**src/include/rtc_ctl_defs.vh**
```
`ifndef RTC_CTL_DEFS_VH
`define RTC_CTL_DEFS_VH

// Register indices on the index/data port, and register reset values
`define IDX_CTL_A          8'h0A
`define IDX_CTL_B          8'h0B
`define IDX_FLAGS          8'h0C
`define IDX_VALID          8'h0D
`define DOM_ALARM1_RESET   8'hC0
`define CTL_A_RESET        8'h20
`define CTL_B_RESET        8'h00

// Control B bits
`define B_UPDATE_HOLD      7
`define B_PERIODIC_IE      6
`define B_ALARM1_IE        5
`define B_UPDATE_DONE_IE   4
`define B_ALARM2_IE        3
`define B_NUMBER_FORMAT    2
`define B_HOUR_FORMAT      1
`define B_DAYLIGHT_SAVING  0

// Flag register bits
`define C_SUMMARY          7
`define C_PERIODIC         6
`define C_ALARM1           5
`define C_UPDATE_DONE      4
`define C_ALARM2           3

// Control A fields
`define A_UIP              7
`define A_DIV_HI           6
`define A_DIV_LO           4
`define A_RATE_HI          3
`define A_RATE_LO          0

// Validity register
`define D_SUPPLY_VALID     7

// Time base
`define TB_HZ              32768
`define UIP_LEAD_US        244
`define UIP_TICKS          ((`UIP_LEAD_US * `TB_HZ) / 1000000)
`define DOW_SUNDAY         8'h01

`endif

```
**src/hdl/dst_check.v**
```verilog
`timescale 1ns/1ns
`include "rtc_ctl_defs.vh"

module dst_check (
    input  wire       binary_fmt,
    input  wire [7:0] sec_now,
    input  wire [7:0] min_now,
    input  wire [7:0] hour_now,
    input  wire [7:0] dow_now,
    input  wire [7:0] dom_now,
    input  wire [7:0] month_now,
    output wire       spring_jump,
    output wire       fall_back
);
    wire [7:0] v59;
    wire [7:0] v10;
    wire [7:0] v25;
    wire       last_sec;
    wire       sunday;

    assign v59 = binary_fmt ? 8'h3B : 8'h59;
    assign v10 = binary_fmt ? 8'h0A : 8'h10;
    assign v25 = binary_fmt ? 8'h19 : 8'h25;

    // 1:59:59 AM reads 01 in both hour formats
    assign last_sec = (sec_now == v59) && (min_now == v59) && (hour_now == 8'h01);
    assign sunday   = (dow_now == `DOW_SUNDAY);

    // First Sunday falls on date 1..7, last one on 25..31
    assign spring_jump = last_sec && sunday && (month_now == 8'h04) && (dom_now <= 8'h07);
    assign fall_back   = last_sec && sunday && (month_now == v10) && (dom_now >= v25);
endmodule // dst_check

```
**src/hdl/rtc_ctl.v**
```verilog
`timescale 1ns/1ns
`include "rtc_ctl_defs.vh"

module rtc_ctl (
    input  wire       mclk,
    input  wire       nrst,
    input  wire       rtc_reset,
    input  wire       rtc_disable,
    input  wire       tb_tick,
    input  wire       supply_ok_pin,
    input  wire [7:0] reg_index,
    input  wire [7:0] reg_wdata,
    input  wire       reg_wr,
    input  wire       reg_rd,
    input  wire [7:0] dom_alarm1_index,
    input  wire [7:0] sec_now,
    input  wire [7:0] min_now,
    input  wire [7:0] hour_now,
    input  wire [7:0] dow_now,
    input  wire [7:0] dom_now,
    input  wire [7:0] month_now,
    input  wire       alarm1_rest_match,
    input  wire       alarm2_match,
    output reg  [7:0] reg_rdata_q,
    output reg        update_strobe_q,
    output reg        dst_advance_q,
    output reg        dst_back_q,
    output reg        number_format_select_q,
    output reg        hour_format_select_q,
    output reg        irq_q
);
    // Control and flag state
    reg  [7:0]  ctl_a_q;
    reg  [7:0]  ctl_b_q;
    reg  [7:0]  ctl_b_d;
    reg  [7:0]  day_of_month_alarm_one_value_q;
    reg         summary_irq_flag_q;
    reg         periodic_flag_q;
    reg         alarm_one_flag_q;
    reg         update_done_flag_q;
    reg         alarm_two_flag_q;
    reg         summary_d;
    reg         periodic_d;
    reg         alarm_one_d;
    reg         update_done_d;
    reg         alarm_two_d;
    reg  [7:0]  rdata_d;

    // Time base and sequencing
    reg  [14:0] tb_cnt_q;
    reg         update_done_pulse_q;
    reg         alarm_eval_q;
    reg         dst_fell_q;
    reg  [2:0]  valid_sync_q;
    reg         supply_valid_q;
    reg  [3:0]  tap;
    reg  [14:0] tap_mask;

    wire        wr_a;
    wire        wr_b;
    wire        wr_dom;
    wire        rd_flags;
    wire        rtc_off;
    wire        update_hold;
    wire [14:0] tb_next;
    wire        second_tick;
    wire        period_event;
    wire        update_go;
    wire        update_in_progress;
    wire        dom_match;
    wire        spring_jump;
    wire        fall_back;
    wire [3:0]  periodic_rate_select;

    assign wr_a     = reg_wr && (reg_index == `IDX_CTL_A);
    assign wr_b     = reg_wr && (reg_index == `IDX_CTL_B);
    assign wr_dom   = reg_wr && (reg_index == dom_alarm1_index);
    assign rd_flags = reg_rd && (reg_index == `IDX_FLAGS);
    assign rtc_off  = rtc_reset || rtc_disable;

    assign update_hold          = ctl_b_q[`B_UPDATE_HOLD];
    assign periodic_rate_select = ctl_a_q[`A_RATE_HI:`A_RATE_LO];

    // Free-running divider on the 32.768 kHz time base
    assign tb_next     = tb_cnt_q + 15'h0001;
    assign second_tick = tb_tick && (tb_cnt_q == 15'h7FFF);

    // No update while held; the second is simply skipped
    assign update_go = second_tick && !update_hold;

    // Warning window before the update, never while held
    assign update_in_progress = !update_hold &&
                                (tb_cnt_q >= (15'h7FFF - `UIP_TICKS + 15'h0001));

    // Rate code to divider tap; codes 1 and 2 alias taps 7 and 8
    always @* begin
        case (periodic_rate_select)
            4'h1:    tap = 4'h7;
            4'h2:    tap = 4'h8;
            default: tap = periodic_rate_select - 4'h1;
        endcase
        tap_mask = (15'h0001 << tap) - 15'h0001;
    end

    // Period is 2^tap time-base ticks: tap 2 is 0.122 ms, tap 14 is 500 ms
    assign period_event = tb_tick && (periodic_rate_select != 4'h0) &&
                          ((tb_next & tap_mask) == 15'h0000);

    // Date field: "11" in the top bits is a wildcard
    assign dom_match = (day_of_month_alarm_one_value_q[7:6] == 2'b11) ||
                       (day_of_month_alarm_one_value_q == dom_now);

    dst_check u_dst (
        .binary_fmt  (ctl_b_q[`B_NUMBER_FORMAT]),
        .sec_now     (sec_now),
        .min_now     (min_now),
        .hour_now    (hour_now),
        .dow_now     (dow_now),
        .dom_now     (dom_now),
        .month_now   (month_now),
        .spring_jump (spring_jump),
        .fall_back   (fall_back)
    );

    // Control B next value
    always @* begin
        ctl_b_d = ctl_b_q;
        if (wr_b) begin
            ctl_b_d = reg_wdata;
        end
        if (rtc_off) begin
            ctl_b_d[`B_PERIODIC_IE]    = 1'b0;
            ctl_b_d[`B_UPDATE_DONE_IE] = 1'b0;
        end
        if (!supply_valid_q) begin
            ctl_b_d[`B_ALARM1_IE] = 1'b0;
            ctl_b_d[`B_ALARM2_IE] = 1'b0;
        end
    end

    // Flags: a set in the read cycle survives the clear
    always @* begin
        periodic_d    = (periodic_flag_q    && !rd_flags) || period_event;
        update_done_d = (update_done_flag_q && !rd_flags) || update_done_pulse_q;
        alarm_one_d   = (alarm_one_flag_q   && !rd_flags) ||
                        (alarm_eval_q && dom_match && alarm1_rest_match);
        alarm_two_d   = (alarm_two_flag_q   && !rd_flags) ||
                        (alarm_eval_q && alarm2_match);
        summary_d     = (summary_irq_flag_q && !rd_flags) ||
                        (periodic_d    && ctl_b_d[`B_PERIODIC_IE]) ||
                        (alarm_one_d   && ctl_b_d[`B_ALARM1_IE]) ||
                        (update_done_d && ctl_b_d[`B_UPDATE_DONE_IE]);
        if (rtc_off) begin
            periodic_d    = 1'b0;
            update_done_d = 1'b0;
            summary_d     = 1'b0;
        end
        if (!supply_valid_q) begin
            alarm_one_d = 1'b0;
            alarm_two_d = 1'b0;
        end
    end

    // Read mux; unmapped indices read zero
    always @* begin
        rdata_d = 8'h00;
        if (reg_index == dom_alarm1_index) begin
            rdata_d = day_of_month_alarm_one_value_q;
        end else begin
            case (reg_index)
                `IDX_CTL_A: begin
                    rdata_d             = ctl_a_q;
                    rdata_d[`A_UIP]     = update_in_progress;
                end
                `IDX_CTL_B: rdata_d = ctl_b_q;
                `IDX_FLAGS: begin
                    rdata_d[`C_SUMMARY]     = summary_irq_flag_q;
                    rdata_d[`C_PERIODIC]    = periodic_flag_q;
                    rdata_d[`C_ALARM1]      = alarm_one_flag_q;
                    rdata_d[`C_UPDATE_DONE] = update_done_flag_q;
                    rdata_d[`C_ALARM2]      = alarm_two_flag_q;
                end
                `IDX_VALID: rdata_d[`D_SUPPLY_VALID] = supply_valid_q;
                default:    rdata_d = 8'h00;
            endcase
        end
    end

    // Supply pin: three stages, change accepted once stages two and three agree
    always @(posedge mclk) begin
        if (!nrst) begin
            valid_sync_q   <= 3'b000;
            supply_valid_q <= 1'b0;
        end else begin
            valid_sync_q <= {valid_sync_q[1:0], supply_ok_pin};
            if (valid_sync_q[1] == valid_sync_q[2]) begin
                supply_valid_q <= valid_sync_q[2];
            end
        end
    end

    // Register file
    always @(posedge mclk) begin
        if (!nrst) begin
            ctl_a_q                        <= `CTL_A_RESET;
            ctl_b_q                        <= `CTL_B_RESET;
            day_of_month_alarm_one_value_q <= `DOM_ALARM1_RESET;
            reg_rdata_q                    <= 8'h00;
        end else begin
            ctl_b_q <= ctl_b_d;
            if (wr_a) begin
                // UPDATE_IN_PROGRESS is status only, never stored
                ctl_a_q <= {1'b0, reg_wdata[6:0]};
            end
            if (wr_dom) begin
                // Range is software's duty; any byte is stored
                day_of_month_alarm_one_value_q <= reg_wdata;
            end
            if (reg_rd) begin
                reg_rdata_q <= rdata_d;
            end
        end
    end

    // Flag registers
    always @(posedge mclk) begin
        if (!nrst) begin
            summary_irq_flag_q <= 1'b0;
            periodic_flag_q    <= 1'b0;
            alarm_one_flag_q   <= 1'b0;
            update_done_flag_q <= 1'b0;
            alarm_two_flag_q   <= 1'b0;
            irq_q              <= 1'b0;
        end else begin
            summary_irq_flag_q <= summary_d;
            periodic_flag_q    <= periodic_d;
            alarm_one_flag_q   <= alarm_one_d;
            update_done_flag_q <= update_done_d;
            alarm_two_flag_q   <= alarm_two_d;
            irq_q              <= summary_d;
        end
    end

    // Update sequencing: strobe, done, then alarm compare
    always @(posedge mclk) begin
        if (!nrst) begin
            tb_cnt_q               <= 15'h0000;
            update_strobe_q        <= 1'b0;
            dst_advance_q          <= 1'b0;
            dst_back_q             <= 1'b0;
            update_done_pulse_q    <= 1'b0;
            alarm_eval_q           <= 1'b0;
            dst_fell_q             <= 1'b0;
            number_format_select_q <= 1'b0;
            hour_format_select_q   <= 1'b0;
        end else begin
            if (tb_tick) begin
                tb_cnt_q <= tb_next;
            end
            update_strobe_q     <= update_go;
            dst_advance_q       <= update_go && ctl_b_q[`B_DAYLIGHT_SAVING] && spring_jump;
            dst_back_q          <= update_go && ctl_b_q[`B_DAYLIGHT_SAVING] &&
                                   fall_back && !dst_fell_q;
            update_done_pulse_q <= update_strobe_q;
            // Compare one cycle after counters have taken the new second
            alarm_eval_q        <= update_done_pulse_q;
            // Guards the repeated 1 AM hour from a second fall-back
            if (update_go && ctl_b_q[`B_DAYLIGHT_SAVING] && fall_back) begin
                dst_fell_q <= 1'b1;
            end else if (dow_now != `DOW_SUNDAY) begin
                dst_fell_q <= 1'b0;
            end
            number_format_select_q <= ctl_b_q[`B_NUMBER_FORMAT];
            // PM flag in bit 7 is kept by the hour counter
            hour_format_select_q   <= ctl_b_q[`B_HOUR_FORMAT];
        end
    end
endmodule // rtc_ctl

```
**config.mk**
```make
export PLATFORM = sky130hd
export DESIGN_NAME = rtc_ctl
export DESIGN_NICKNAME = d
export VERILOG_FILES = /design/src/hdl/dst_check.v /design/src/hdl/rtc_ctl.v
export VERILOG_INCLUDE_DIRS = /design/src /design/src/include
export SDC_FILE = /design/constraint.sdc
export NUM_CORES = 1
export LEC_CHECK = 0
export BUFFER_PORTS_ARGS = -buffer_cell sky130_fd_sc_hd__clkbuf_2
export CAP_MARGIN = 5
export CORE_UTILIZATION = 55
export DETAILED_ROUTE_END_ITERATION = 8
export GPL_TIMING_DRIVEN = 0
export PLACE_DENSITY = 0.82
export SYNTH_ARGS = -nofsm -noshare
export SYNTH_HDL_FRONTEND = slang
export SYNTH_HIERARCHICAL = 1
export SYNTH_SLANG_ARGS = --single-unit
```
**constraint.sdc**
```tcl
create_clock -name mclk -period 4.49 [get_ports mclk]
set_input_delay 0 -clock mclk [delete_from_list [all_inputs] [get_ports mclk]]
set_output_delay 0 -clock mclk [all_outputs]
set_load 0.1 [all_outputs]
```
Word level (Yosys, flattened, before mapping)
Cells that the tools add are included.

Input port bits: 82. Output and inout bits: 14. Bits in registers: 63.

Reduce and logical (&&, ||, !) cells: 48. $lt $le $gt $ge: 3. Add/sub/neg operators: 3. Muxes and demuxes: 14. Shift-type cells: 1. Equality and inequality tests: 18. Bitwise gates (word level): 2.

Operators by type and width (number): equality test 8 bit (5); equality test 8 x 4 -> 1 bit, second input constant (4); logical AND 1 bit (31); equality test 8 x 1 -> 1 bit, second input constant (2); adder 15 x 1 -> 15 bit, second input constant (1); AND 15 bit (1); equality test 15 bit, second input constant (1); >= comparator 15 bit, second input constant (1); zero test 15 bit (1); << shifter 1 x 4 -> 15 bit, first input constant (1); subtractor 15 x 1 -> 15 bit, second input constant (1); 2-to-1 mux 7 bit (2); one-hot mux 4 bit (3 select lines) (1); logical OR 1 bit (9); equality test 8 x 3 -> 1 bit, second input constant (1); >= comparator 8 bit (1); less-or-equal comparator 8 x 3 -> 1 bit, second input constant (1); 2-to-1 mux 8 bit (1); != test 8 x 1 -> 1 bit, second input constant (1); one-hot mux 4 bit (2 select lines) (1); 2-to-1 mux 6 bit (1); one-hot mux 3 bit (2 select lines) (1); 2-to-1 mux 1 bit (5); 2-to-1 mux 5 bit (1); other kinds (12) (14).

Logic depth before layout (Yosys ltp)
Gate-level depths: netlist (run 1).

Depth in word-level cells: 12. Depth in mapped cells: 17. Mapped depth without buffers: 15.

Modules after synthesis
The synthesis (run 1) kept the hierarchy.

Modules (own cells, without submodules): rtc_ctl (times used 1, area each 3872.5 µm², cells an instance 448, sequential area each 1261.2 µm²); dst_check (times used 1, area each 264.0 µm², cells an instance 36, sequential area each 0.0 µm²).

Worst setup path before layout (run 1)
Ideal clock, no wire load.

Path kind: register -> register. Start point: register ctl_a_q[0]. End point: register summary_irq_flag_q. Path buffers: 2. Path slack: 1.213 ns. Cell stages (with the launch flop): 16. Arrival time: 3.163 ns. Required time: 4.376 ns. Library setup time: 0.114 ns. Path through: dfxtp_1 -> buf_6 -> inv_1 -> ha_1 -> or2_1 -> o211a_2 -> buf_6 -> nor4_2 -> inv_1 -> ha_1 -> or4_1 -> o311ai_1 -> and2_1 -> a2111oi_1 -> a32o_2 -> a21o_1.

Longest elaborated chain between the ends: 12. Elaborated cells on any way between the ends: 16.

Ends and longest elaborated chain: from (decl) (line rtc_ctl.v:33) `reg [7:0] ctl_a_q;`; from (signal assigned) (line rtc_ctl.v:205) `` ctl_a_q <= `CTL_A_RESET; ``; from (signal assigned) (line rtc_ctl.v:213) `ctl_a_q <= {1'b0, reg_wdata[6:0]};`; subtractor 4 x 1 -> 4 bit (tied with other cells) (line rtc_ctl.v:100) `default: tap = periodic_rate_select - 4'h1;`; one-hot mux 4 bit (2 select lines) (line rtc_ctl.v:97) `case (periodic_rate_select)`; << shifter 1 x 4 -> 15 bit (line rtc_ctl.v:102) `tap_mask = (15'h0001 << tap) - 15'h0001;`; subtractor 15 x 1 -> 15 bit (line rtc_ctl.v:102); AND 15 bit (line rtc_ctl.v:107) `((tb_next & tap_mask) == 15'h0000);`; zero test 15 bit (line rtc_ctl.v:107); logical AND 1 bit * (line rtc_ctl.v:106) `assign period_event = tb_tick && (periodic_rate_select != 4'h0) &&`; logical OR 1 bit * (line rtc_ctl.v:143) `periodic_d = (periodic_flag_q && !rd_flags) || period_event;`; logical AND 1 bit * (line rtc_ctl.v:150) `` (periodic_d && ctl_b_d[`B_PERIODIC_IE]) || ``; logical OR 1 bit * (3 in series) (line rtc_ctl.v:149) `summary_d = (summary_irq_flag_q && !rd_flags) ||`; to (signal assigned) (line rtc_ctl.v:235) `summary_irq_flag_q <= summary_d;`; to (decl) (line rtc_ctl.v:37) `reg summary_irq_flag_q;`.

Mark *: on every way between the ends. The rest lies on a longest branch, timed or not. A chain may end at the register's enable or synchronous reset.

Final worst setup path (run 1)
Start point: register ctl_a_q[1]. End point: register summary_irq_flag_q.

Same word-level chain as after synthesis.

==> reports/qor_table.md, run 1 <==
| Result | Value | Unit |
| --- | --- | --- |
| Maximum number of pins on one net before global-route repair | 11 | - |
| Startpoint of the worst setup timing path | ctl_a_q[1] | - |
| FF-to-FF End | summary_irq_flag_q | - |
| Post-layout worst setup margin | 492.4 | ps |
| Tmin final | 3998 | ps |
| Number of nets in the layout | 693 | - |
| Synthesized flop and latch total | 63 | - |
| Final hold viol count | 0 | - |
| Number of nets in the synthesized netlist | 577 | - |
| Min-Delay Path Class | in2reg | - |
| Initial cell density of the core | 57.03 | % |
| Number of vias in the routed layout | 4141 | - |
| Worst-Skew Late Latency | 350 | ps |
| Cell at the root of the clock tree | clkbuf_8 | - |
| Share of synthesized registers carrying an async set or reset | 0 | % |
| Net switching power | 0.2977 | mW |
| Average wire per standard cell | 16.01 | um |
| Pre-CTS worst setup slack | 714.7 | ps |
| Site Rows | 31 | - |
| FF/Latch Area | 1261 | um2 |
| Number of DRC markers in iteration 0 | 265 | - |
| Power Internal | 0.8884 | mW |
| Critical Path Sink Type | register | - |
| Max capacitance violation total | 0 | - |
| HPWL after detailed placement | 8.379 | mm |
| Max-slew violation total from the final report | 0 | - |
| CTS tree | built | - |
| Number of buffer cells added on primary ports | 92 | - |
| Fraction of layout instances using a drive strength above 1 | 21.89 | % |
| Die Area | 7871 | um2 |
| Slew margin rel. | 40.57 | % |
| Pre-antenna DRT Iters | 5 | - |
| Critical setup path kind | reg2reg | - |
| Prevailing post-synth register cell | dfxtp_1 | - |
| Ratio of total power to cell area | 235.5 | nW/um2 |
| Number of primary I/O pins | 96 | - |
| Number of instances in the synthesized netlist | 484 | - |
| Combinational fraction of design power | 11.2 | % |
| Post-layout util | 69.43 | % |
| RSZ-0062 raised after global routing | no | - |
| Post-route fraction of the period consumed by the critical path | 89.03 | % |
| Via count of the first global-routing pass | 3738 | - |
| Worst Path Required | 4780 | ps |
| Clk buf depth | 2 | - |
| Reg2reg start | ctl_a_q[1] | - |
| Clock Skews | 9.364 | ps |
| Layout overhead on the synthesized area | 21.75 | % |
| Relative contribution of the clock network to total power | 40.8 | % |
| DRT antenna net count | 0 | - |
| Worst-case register-to-register setup slack | 490 | ps |
| Chip height | 88.72 | um |
| DIE WIDTH | 88.72 | um |
| Netlist Area Pre-Place | 4136 | um2 |
| Routed wire length | 11.24 | mm |
| Commonest cells after routing, fill and taps aside | clkbuf_2, dfxtp_1, mux2i_1 | - |
| Global-route usage over all layers | 29.18 | % |
| Clock sink total | 63 | - |
| Clock transition at the registers of the reported paths | 70 | ps |
| Sum of negative setup slack | 0 | ps |
| CP Max Fanout | 10 | - |
| Overflow left after global routing | 0 | - |
| CTS H-tree depth | 3 | - |
| Vias per std cell | 5.899 | - |
| Post-CTS resize count | 0 | - |
| Final setup violation count | 0 | - |
| Area of all placed cells without fillers | 5036 | um2 |
| Antenna violations before repair | 0 | - |
| Combined area of the multi-input logic cells | 2715 | um2 |
| Number of CTS-inserted buffers | 9 | - |
| Result of the run | completed | - |
| Largest vdd supply drop | 0.0001612 | V |
| Critical path arrival | 4290 | ps |
| Worst-case reg-to-reg path depth | 13 | - |
| Capturing instance or port of the critical path | summary_irq_flag_q | - |
| CP startpoint kind | register | - |
| Origin of the worst min-delay path | rtc_disable | - |
| Synth unique cells | 68 | - |
| Sequential share of power | 48.1 | % |
| Worst-margin pin slew | 886.6 | ps |
| Mean instance size in the synthesized netlist | 8.546 | um2 |
| Wire length of the first global-routing pass | 17.48 | mm |
| Count of flip-flops with a built-in enable after synthesis | 0 | - |
| Placed Area | 4721 | um2 |
| Most common cell after layout, fill and taps aside | clkbuf_2 | - |
| DRC | 0 | - |
| Static leakage power | 2.158 | nW |
| Number of antenna repair diodes | 0 | - |
| Sw Share | 25.10 | % |
| Number of filler cells placed in the layout | 589 | - |
| Pwr Total | 1.186 | mW |
| Area of the core region | 7253 | um2 |
| Post-synthesis sequential area ratio | 30.49 | % |
| Final estimated routing congestion in global placement | 0.9645 | - |
| Achievable frequency | 250.2 | MHz |
| Yosys warnings | 6 | - |
==> worst max-delay path, stage by stage (launching register included) <==
cell and delay, ps:
dfxtp_1 510, inv_1 170, ha_1 360, clkbuf_1 360
inv_1 140, nor4_2 380, inv_1 90, ha_1 300
inv_1 210, nor2_1 130, xor2_1 180, a2111oi_1 700
a32o_2 300, a21o_1 120
==> area by class of cell <==
cell class / instances / area share, %
buffer: 25 / 2.286
clock buffer: 10 / 2.733
clock inverter: 4 / 0.9441
inverter: 12 / 0.8944
multi-input combinational: 384 / 53.91
sequential: 63 / 25.04
tap: 99 / 2.460
timing repair buffer: 105 / 11.73
==> per-layer routing <==
metal,up-vias,track usage [%],share of wire (%)
li1,1989,-,-
met1,1933,37.29,42
met5,-,0,0
met2,173,47.48,47
met4,0,14.96,4.1
met3,46,4.757,6.0
==> flip-flops by register name, summed over array words and instances (netlist names), 3 cells and up <==
signal / flops
day_of_month_alarm_one_value_q: 8
reg_rdata_q: 8
tb_cnt_q: 15
valid_sync_q: 3
ctl_b_q: 8
ctl_a_q: 7
==> kinds of logic after synthesis <==
| kind of cell | count (synthesis) | synth area share [%] |
|---|---|---|
| adders and majority gates | 11 | 3.327 |
| DFF | 63 | 30.49 |
| muxes | 43 | 10.53 |
| buffers and inverters | 37 | 3.871 |
| AOI/OAI and AO/OA | 79 | 14.31 |
| xor gates and xnor gates | 42 | 8.893 |
| and+or+nand+nor | 209 | 28.59 |
==> how the worst min path moves through the flow <==
stage,endpoint,slack (ps),cells after the start
global placement,valid_sync_q[0],210,2
CTS,ctl_b_q[4],5,3
floorplan,day_of_month_alarm_one_value_q[6],130,2
finish,ctl_b_q[4],20,3
detailed placement,valid_sync_q[0],220,2
global route,summary_irq_flag_q,20,3
==> synthesized netlist by cell type (4+ instances only) <==
| cell type | number | share of area, % |
|---|---|---|
| xor2_1 | 21 | 4.4 |
| inv_1 | 11 | 1.0 |
| nand3_1 | 13 | 1.6 |
| nor2b_1 | 23 | 3.5 |
| a21boi_0 | 5 | 0.91 |
| buf_2 | 5 | 0.60 |
| o21ai_0 | 16 | 1.9 |
| nor4b_1 | 4 | 0.85 |
| a21oi_1 | 12 | 1.5 |
| nor3_1 | 16 | 1.9 |
| nor2_1 | 32 | 2.9 |
| o211a_1 | 7 | 1.7 |
| dfxtp_1 | 63 | 30 |
| nor4_1 | 10 | 1.5 |
| nand2b_1 | 5 | 0.76 |
| or3_1 | 6 | 0.91 |
| mux2_2 | 4 | 1.1 |
| o31ai_1 | 4 | 0.73 |
| xnor2_1 | 21 | 4.4 |
| clkbuf_1 | 15 | 1.4 |
| ha_1 | 11 | 3.3 |
| and2_1 | 20 | 3.0 |
| mux2i_1 | 39 | 9.4 |
| nand4_1 | 12 | 1.8 |
| nand2_1 | 38 | 3.4 |
==> repair_timing <==
action	4_1_cts	5_1_grt
endpoints found under the setup margin	0	0
hold endpoints to repair	22	0
buffers inserted	0	0
hold buffers	13	0
==> power groups by stage <==
stage | Clock, mW | Combinational [mW] | Sequential, mW
2_1_floorplan | 0 | 0.0502 | 0.594
3_3_place_gp | 0 | 0.118 | 0.582
3_5_place_dp | 0 | 0.121 | 0.582
4_1_cts | 0.490 | 0.131 | 0.570
5_1_grt | 0.518 | 0.143 | 0.570
6_report | 0.483 | 0.133 | 0.570
==> per-stage QoR <==
stage / std cells / hold WS (ps)
floorplan: 484 / 125.1
global placement: 675 / 214.8
detailed placement: 675 / 219.0
CTS: 702 / 4.786
global route: 702 / 19.79
finish: 702 / 16.10
(Power assumes the default switching activity.)
==> run 2, diff against run 1 <==
Settings changed: CORE_UTILIZATION 55 to 26, PLACE_DENSITY 0.82 to 0.45.
==> run 2 against run 1 <==
Compared with the run above: core utilization down 35 points; critical endpoint unchanged; largest cell class unchanged; combinational power down 3%; largest power group is now clock; sequential share of layout area down 1.1 points; total power up 16%.
==> reports/qor_table.md, run 2 (synthesized netlist as in run 1, its figures left out) <==
| Result | Value | Unit | vs previous |
| --- | --- | --- | --- |
| Static leakage power | 2.197 | nW | +1.8% |
| Pre-antenna DRT Iters | 4 | - | -1 |
| Max-slew violation total from the final report | 0 | - | unchanged |
| Achievable frequency | 255.9 | MHz | +2.3% |
| Number of buffer cells added on primary ports | 92 | - | unchanged |
| Worst Path Required | 4760 | ps | -20 ps |
| Slew margin rel. | 39.92 | % | -0.66 points |
| Critical path arrival | 4170 | ps | -120 ps |
| Number of primary I/O pins | 96 | - | unchanged |
| Area of the core region | 15370 | um2 | +110% |
| Flip-flop count of the largest register after layout | 15 | - | unchanged |
| DRC | 0 | - | unchanged |
| Fraction of layout instances using a drive strength above 1 | 22.06 | % | +0.17 points |
| FF/Latch Area | 1261 | um2 | unchanged |
| Critical setup path kind | reg2reg | - |  |
| Most common cell after layout, fill and taps aside | clkbuf_2 | - |  |
| Critical-path cell list | inv_1 > ha_1 > clkbuf_1 > inv_1 > nor4_2 > inv_1 > ha_1 > inv_1 > nor2_1 > xor2_1 > a2111oi_1 > a32o_2 > a21o_1 | - |  |
| Post-route fraction of the period consumed by the critical path | 87.03 | % | -2.0 points |
| Pre-CTS worst setup slack | 610.9 | ps | -103.7 ps |
| Reg2reg start | ctl_a_q[1] | - |  |
| Number of filler cells placed in the layout | 1623 | - | +180% |
| Average wire per standard cell | 14.60 | um | -8.8% |
| Combined area of the multi-input logic cells | 2715 | um2 | unchanged |
| Chip height | 128.1 | um | +44% |
| RSZ-0062 raised after global routing | no | - |  |
| Layout overhead on the synthesized area | 27.19 | % |  |
| Largest vdd supply drop | 0.0001520 | V | -5.7% |
| Clock sink total | 63 | - | unchanged |
| Startpoint of the worst setup timing path | ctl_a_q[1] | - |  |
| Total buffers and inverters traversed by the critical path | 5 | - | unchanged |
| Worst-Skew Late Latency | 320 | ps | -30 ps |
| Largest register by flop count | tb_cnt_q | - |  |
| Antenna violations before repair | 0 | - | unchanged |
| Clk buf depth | 2 | - | unchanged |
| Maximum number of pins on one net before global-route repair | 12 | - | +1 |
| Final setup violation count | 0 | - | unchanged |
| Number of nets in the layout | 691 | - | -0.29% |
| Die Area | 16420 | um2 | +110% |
| Overflow left after global routing | 0 | - | unchanged |
| Routed wire length | 11.88 | mm | +5.7% |
| Result of the run | completed | - |  |
| CTS tree | built | - |  |
| Max capacitance violation total | 0 | - | unchanged |
| Via count of the first global-routing pass | 3632 | - | -2.8% |
| Sum of negative setup slack | 0 | ps | unchanged |
| HPWL after detailed placement | 9.509 | mm | +13% |
| DIE WIDTH | 128.1 | um | +44% |
| Number of CTS-inserted buffers | 9 | - | unchanged |
| Site Rows | 45 | - | +45% |
| CP max-delay cell | a2111oi_1 | - |  |
| Tmin final | 3907 | ps | -90.09 ps |
| Cell at the root of the clock tree | clkbuf_16 | - |  |
| Vias per std cell | 4.842 | - | -18% |
| Origin of the worst min-delay path | reg_wdata[2] | - |  |
| Hold WS | 4.473 | ps | -11.63 ps |
| Most used cell along the critical path | inv_1 | - |  |
| Min-Delay Path Class | in2reg | - |  |
| Initial cell density of the core | 26.91 | % | -30 points |
| Commonest cells after routing, fill and taps aside | clkbuf_2, dfxtp_1, mux2i_1 | - |  |
| Wire length of the first global-routing pass | 18.68 | mm | +6.9% |
| Critical path's largest stage delay | 650 | ps | -50 ps |
| DRT antenna net count | 0 | - | unchanged |
| Post-layout worst setup margin | 582.5 | ps | +90.09 ps |
| Crit path max-delay family | compound AO/OA/AOI/OAI gates | - |  |
| Critical Path Sink Type | register | - |  |
| CP Max Fanout | 10 | - | unchanged |
| Global-route usage over all layers | 14.63 | % | -15 points |
| Number of antenna repair diodes | 0 | - | unchanged |
| Worst-margin pin slew | 896.4 | ps | +9.797 ps |
| Final estimated routing congestion in global placement | 0.8235 | - | -15% |
| Clock Skews | 6.169 | ps | -3.195 ps |
| Number of vias in the routed layout | 3941 | - | -4.8% |
| Final hold viol count | 0 | - | unchanged |
| Ratio of total power to cell area | 261.6 | nW/um2 | +11% |
| CTS H-tree depth | 3 | - | unchanged |
| CP startpoint kind | register | - |  |
| Number of DRC markers in iteration 0 | 156 | - | -41% |
| Clock transition at the registers of the reported paths | 60 | ps | about the same |
-- run 2: per-layer routing --
layer  GRT usage (%)  wire length, um  share of wire (%)  vias to the layer above
met1           20.25             5787                 49                     1849
li1                -                -                  -                     1988
met4           4.360              120                1.0                        0
met2           23.37             5506                 46                       97
met5               0                0                  0                        -
met3           2.170              470                4.0                        7
-- run 2: worst paths after layout --
check,cells past startpoint,slack [ps],endpoint
worst max-delay path,13,580,summary_irq_flag_q
worst min-delay path,3,4,ctl_b_q[2]
worst max register to register,13,580,summary_irq_flag_q
worst min register to register,1,420,dst_back_q
-- run 2: stage by stage --
stage | util [%] | cell area [um2] | power [mW] | std cells
after floorplan | - | 4136 | 0.6441 | 484
after global placement | 31.62 | 4861 | 0.7040 | 787
after CTS | 34.23 | 5261 | 1.401 | 814
final | 34.23 | 5261 | 1.377 | 814
after global routing | 34.23 | 5261 | 1.434 | 814
after detailed placement | 31.62 | 4861 | 0.7054 | 787
-- run 2: report_power, final --
part / leakage [nW] / internal, mW / switching, mW / total (mW)
logic: 1.55 / 0.0598 / 0.0691 / 0.129
registers: 0.509 / 0.565 / 0.00602 / 0.571
clock network: 0.142 / 0.427 / 0.250 / 0.677
-- run 2: worst min-delay path, cell delays in order --
cell and delay, ps:
clkbuf_2 120, mux2i_1 80, nor2b_1 90
-- run 2: cell type report --
cell class / count / share of cell area (%)
multi-input cells: 384 / 51.61
flip-flops and latches: 63 / 23.97
repair buffers: 103 / 10.84
well taps: 211 / 5.018
clock buffers: 10 / 4.352
plain buffers: 25 / 2.188
clock inverters: 6 / 1.165
inverters: 12 / 0.8561
-- run 2: repair_timing --
action / 4_1_cts / 5_1_grt
buffers inserted: 0 / 0
gates resized for setup: 0 / 0
hold endpoints to repair: 17 / 0
hold buffers: 11 / 0
==> run 3, diff against run 2 <==
Settings changed: BUFFER_PORTS_ARGS -buffer_cell sky130_fd_sc_hd__clkbuf_2 to not set, DONT_BUFFER_PORTS set to 1, PLACE_DENSITY 0.45 to 0.4.
==> run 3 against run 2 <==
Compared with the run above: first-iteration DRC count decreased by 17%; critical endpoint unchanged; critical path depth is the same; final area down 7.9%; register-to-register slack better by 50 ps; die area unchanged; setup slack better by 52 ps; sequential share of layout area up 2.0 points; worst hold slack gained 20 ps; clock skew fell by 0.53 ps; via count down 7.3%.
==> reports/qor_table.md, run 3 (synthesized netlist as in run 1, its figures left out) <==
| Result | Value | Unit | vs previous |
| --- | --- | --- | --- |
| Result of the run | completed | - |  |
| Post-CTS Repair Setup Buffers | 0 | - | unchanged |
| Static leakage power | 1.829 | nW | -17% |
| DP Cell Count | 695 | - | -12% |
| Worst Path Required | 4780 | ps | +20 ps |
| DRT antenna net count | 0 | - | unchanged |
| DIE WIDTH | 128.1 | um | unchanged |
| Via count of the first global-routing pass | 3551 | - | -2.2% |
| Total buffers and inverters traversed by the critical path | 5 | - | unchanged |
| CP Max Fanout | 10 | - | unchanged |
| Antenna violations before repair | 0 | - | unchanged |
| Worst-case register-to-register setup slack | 630 | ps | +50 ps |
| Origin of the worst min-delay path | month_now[2] | - |  |
| Post-layout util | 31.53 | % | -2.7 points |
| Clock transition at the registers of the reported paths | 50 | ps | about the same |
| Vias per std cell | 5.039 | - | +4.1% |
| Pwr Total | 1.355 | mW | -1.6% |
| FF/Latch Area | 1261 | um2 | unchanged |
| Commonest cells after routing, fill and taps aside | dfxtp_1, mux2i_1, nand2_1 | - |  |
| CP max-delay cell | a2111oi_1 | - |  |
| Number of primary I/O pins | 96 | - | unchanged |
| Ratio of total power to cell area | 279.6 | nW/um2 | +6.9% |
| Flip-flop count of the largest register after layout | 15 | - | unchanged |
| Startpoint of the worst setup timing path | ctl_a_q[1] | - |  |
| Number of nets in the layout | 604 | - | -13% |
| DRC | 0 | - | unchanged |
| Final setup violation count | 0 | - | unchanged |
| Crit path max-delay family | compound AO/OA/AOI/OAI gates | - |  |
| Reg2reg start | ctl_a_q[1] | - |  |
| Max capacitance violation total | 0 | - | unchanged |
| Tmin final | 3855 | ps | -52.13 ps |
| Fraction of layout instances using a drive strength above 1 | 7.782 | % | -14 points |
| Site Rows | 45 | - | unchanged |
| Critical-path cell list | inv_1 > ha_1 > clkbuf_1 > inv_1 > nor4_2 > inv_1 > ha_1 > inv_1 > nor2_1 > xor2_1 > a2111oi_1 > a32o_2 > a21o_1 | - |  |
| Pre-antenna DRT Iters | 4 | - | unchanged |
| Overflow left after global routing | 0 | - | unchanged |
| Routed wire length | 11.91 | mm | +0.21% |
| Largest vdd supply drop | 0.0001544 | V | +1.6% |
| Global-route usage over all layers | 15.05 | % | +0.42 points |
| Post-route fraction of the period consumed by the critical path | 85.87 | % | -1.2 points |
| Wire length of the first global-routing pass | 18.92 | mm | +1.3% |
| Most common cell after layout, fill and taps aside | dfxtp_1 | - |  |
| CP startpoint kind | register | - |  |
| Chip height | 128.1 | um | unchanged |
| Layout overhead on the synthesized area | 17.18 | % |  |
| CTS H-tree depth | 3 | - | unchanged |
| Final hold viol count | 0 | - | unchanged |
| Number of filler cells placed in the layout | 1647 | - | +1.5% |
| Clk buf depth | 2 | - | unchanged |
| Worst-Skew Late Latency | 340 | ps | +20 ps |
| Number of vias in the routed layout | 3653 | - | -7.3% |
| Maximum number of pins on one net before global-route repair | 11 | - | -1 |
| RSZ-0062 raised after global routing | no | - |  |
| Achievable frequency | 259.4 | MHz | +1.4% |
| Sum of negative setup slack | 0 | ps | unchanged |
| Worst-margin pin slew | 1034 | ps | +137.8 ps |
| Critical setup path kind | reg2reg | - |  |
| Critical Path Sink Type | register | - |  |
| Min-Delay Path Class | in2reg | - |  |
| Most used cell along the critical path | inv_1 | - |  |
| Number of antenna repair diodes | 0 | - | unchanged |
| Final estimated routing congestion in global placement | 0.8099 | - | -1.7% |
| Slew margin rel. | 30.96 | % | -9.0 points |
| Max-slew violation total from the final report | 0 | - | unchanged |
| Number of DRC markers in iteration 0 | 129 | - | -17% |
| Initial cell density of the core | 26.91 | % | unchanged |
| Combined area of the multi-input logic cells | 2715 | um2 | unchanged |
| Critical path's largest stage delay | 630 | ps | -20 ps |
| Cell Count, Final, Fillers Out | 725 | - | -11% |
| Average wire per standard cell | 16.43 | um | +13% |
| Cell at the root of the clock tree | clkbuf_16 | - |  |
| Number of CTS-inserted buffers | 9 | - | unchanged |
| Die Area | 16420 | um2 | unchanged |
| Critical path arrival | 4140 | ps | -30 ps |
| Number of buffer cells added on primary ports | 0 | - | -100% |
| Clock Skews | 5.638 | ps | -0.5304 ps |
| Area of the core region | 15370 | um2 | unchanged |
| Largest register by flop count | tb_cnt_q | - |  |
| CTS tree | built | - |  |
| HPWL after detailed placement | 9.141 | mm | -3.9% |
| Clock sink total | 63 | - | unchanged |
## run 3: cell count changes in the layout (fill, tap and decap cells not counted)
cell           previous run  this run
clkbuf_8                  0         1
clkbuf_2                 92         0
clkinv_2                  3         2
clkinv_4                  1         0
clkbuf_1                 16        15
dlygate4sd3_1            11        16
## run 3: routing by layer
| metal | share of wire, % | routed length (um) | GRT usage, % | vias up |
|---|---|---|---|---|
| li1 | - | - | - | 1804 |
| met1 | 46 | 5537 | 19.67 | 1744 |
| met2 | 48 | 5677 | 24.46 | 93 |
| met3 | 4.6 | 545 | 3.297 | 12 |
| met4 | 1.2 | 148 | 4.983 | 0 |
| met5 | 0 | 0 | 0 | - |
## run 3: area by class of cell
cell class / instances / area share, %
Multi-Input combinational cell: 384 / 56.01
Sequential cell: 63 / 26.02
Tap cell: 211 / 5.447
Clock buffer: 10 / 4.930
Timing Repair Buffer: 16 / 3.304
Buffer: 25 / 2.375
Clock inverter: 4 / 0.9809
Inverter: 12 / 0.9293
## run 3: metrics by stage
stage	setup slack (ps)	instance area [um2]	hold WS (ps)
global route	289.9	4847	50.70
CTS	615.9	4847	15.94
finish	634.6	4847	24.93
detailed placement	648.0	4400	133.9
floorplan	1213	4136	125.1
global placement	658.3	4400	132.2
## run 3: worst paths after layout
| kind | end | depth (start not counted) |
|---|---|---|
| max | summary_irq_flag_q | 13 |
| min | dst_back_q | 4 |
| max reg2reg | summary_irq_flag_q | 13 |
| min reg2reg | dst_back_q | 1 |
## run 3: what timing repair did
| action | 4_1_cts | 5_1_grt |
|---|---|---|
| endpoints found under the hold margin | 29 | 0 |
| hold buffers | 16 | 0 |
| resized for setup | 0 | 0 |
## run 3: worst min-delay path, delay by kind of cell
kind / cells / cell delay [ps]
simple gates: 2 / 180
compound gates: 2 / 130
## run 3: report_power, final
part           total [mW]  internal, mW  switching (mW)
Sequential          0.584         0.565          0.0195
Clock               0.693         0.436           0.257
Combinational      0.0777        0.0384          0.0393
Total                1.36          1.04           0.316
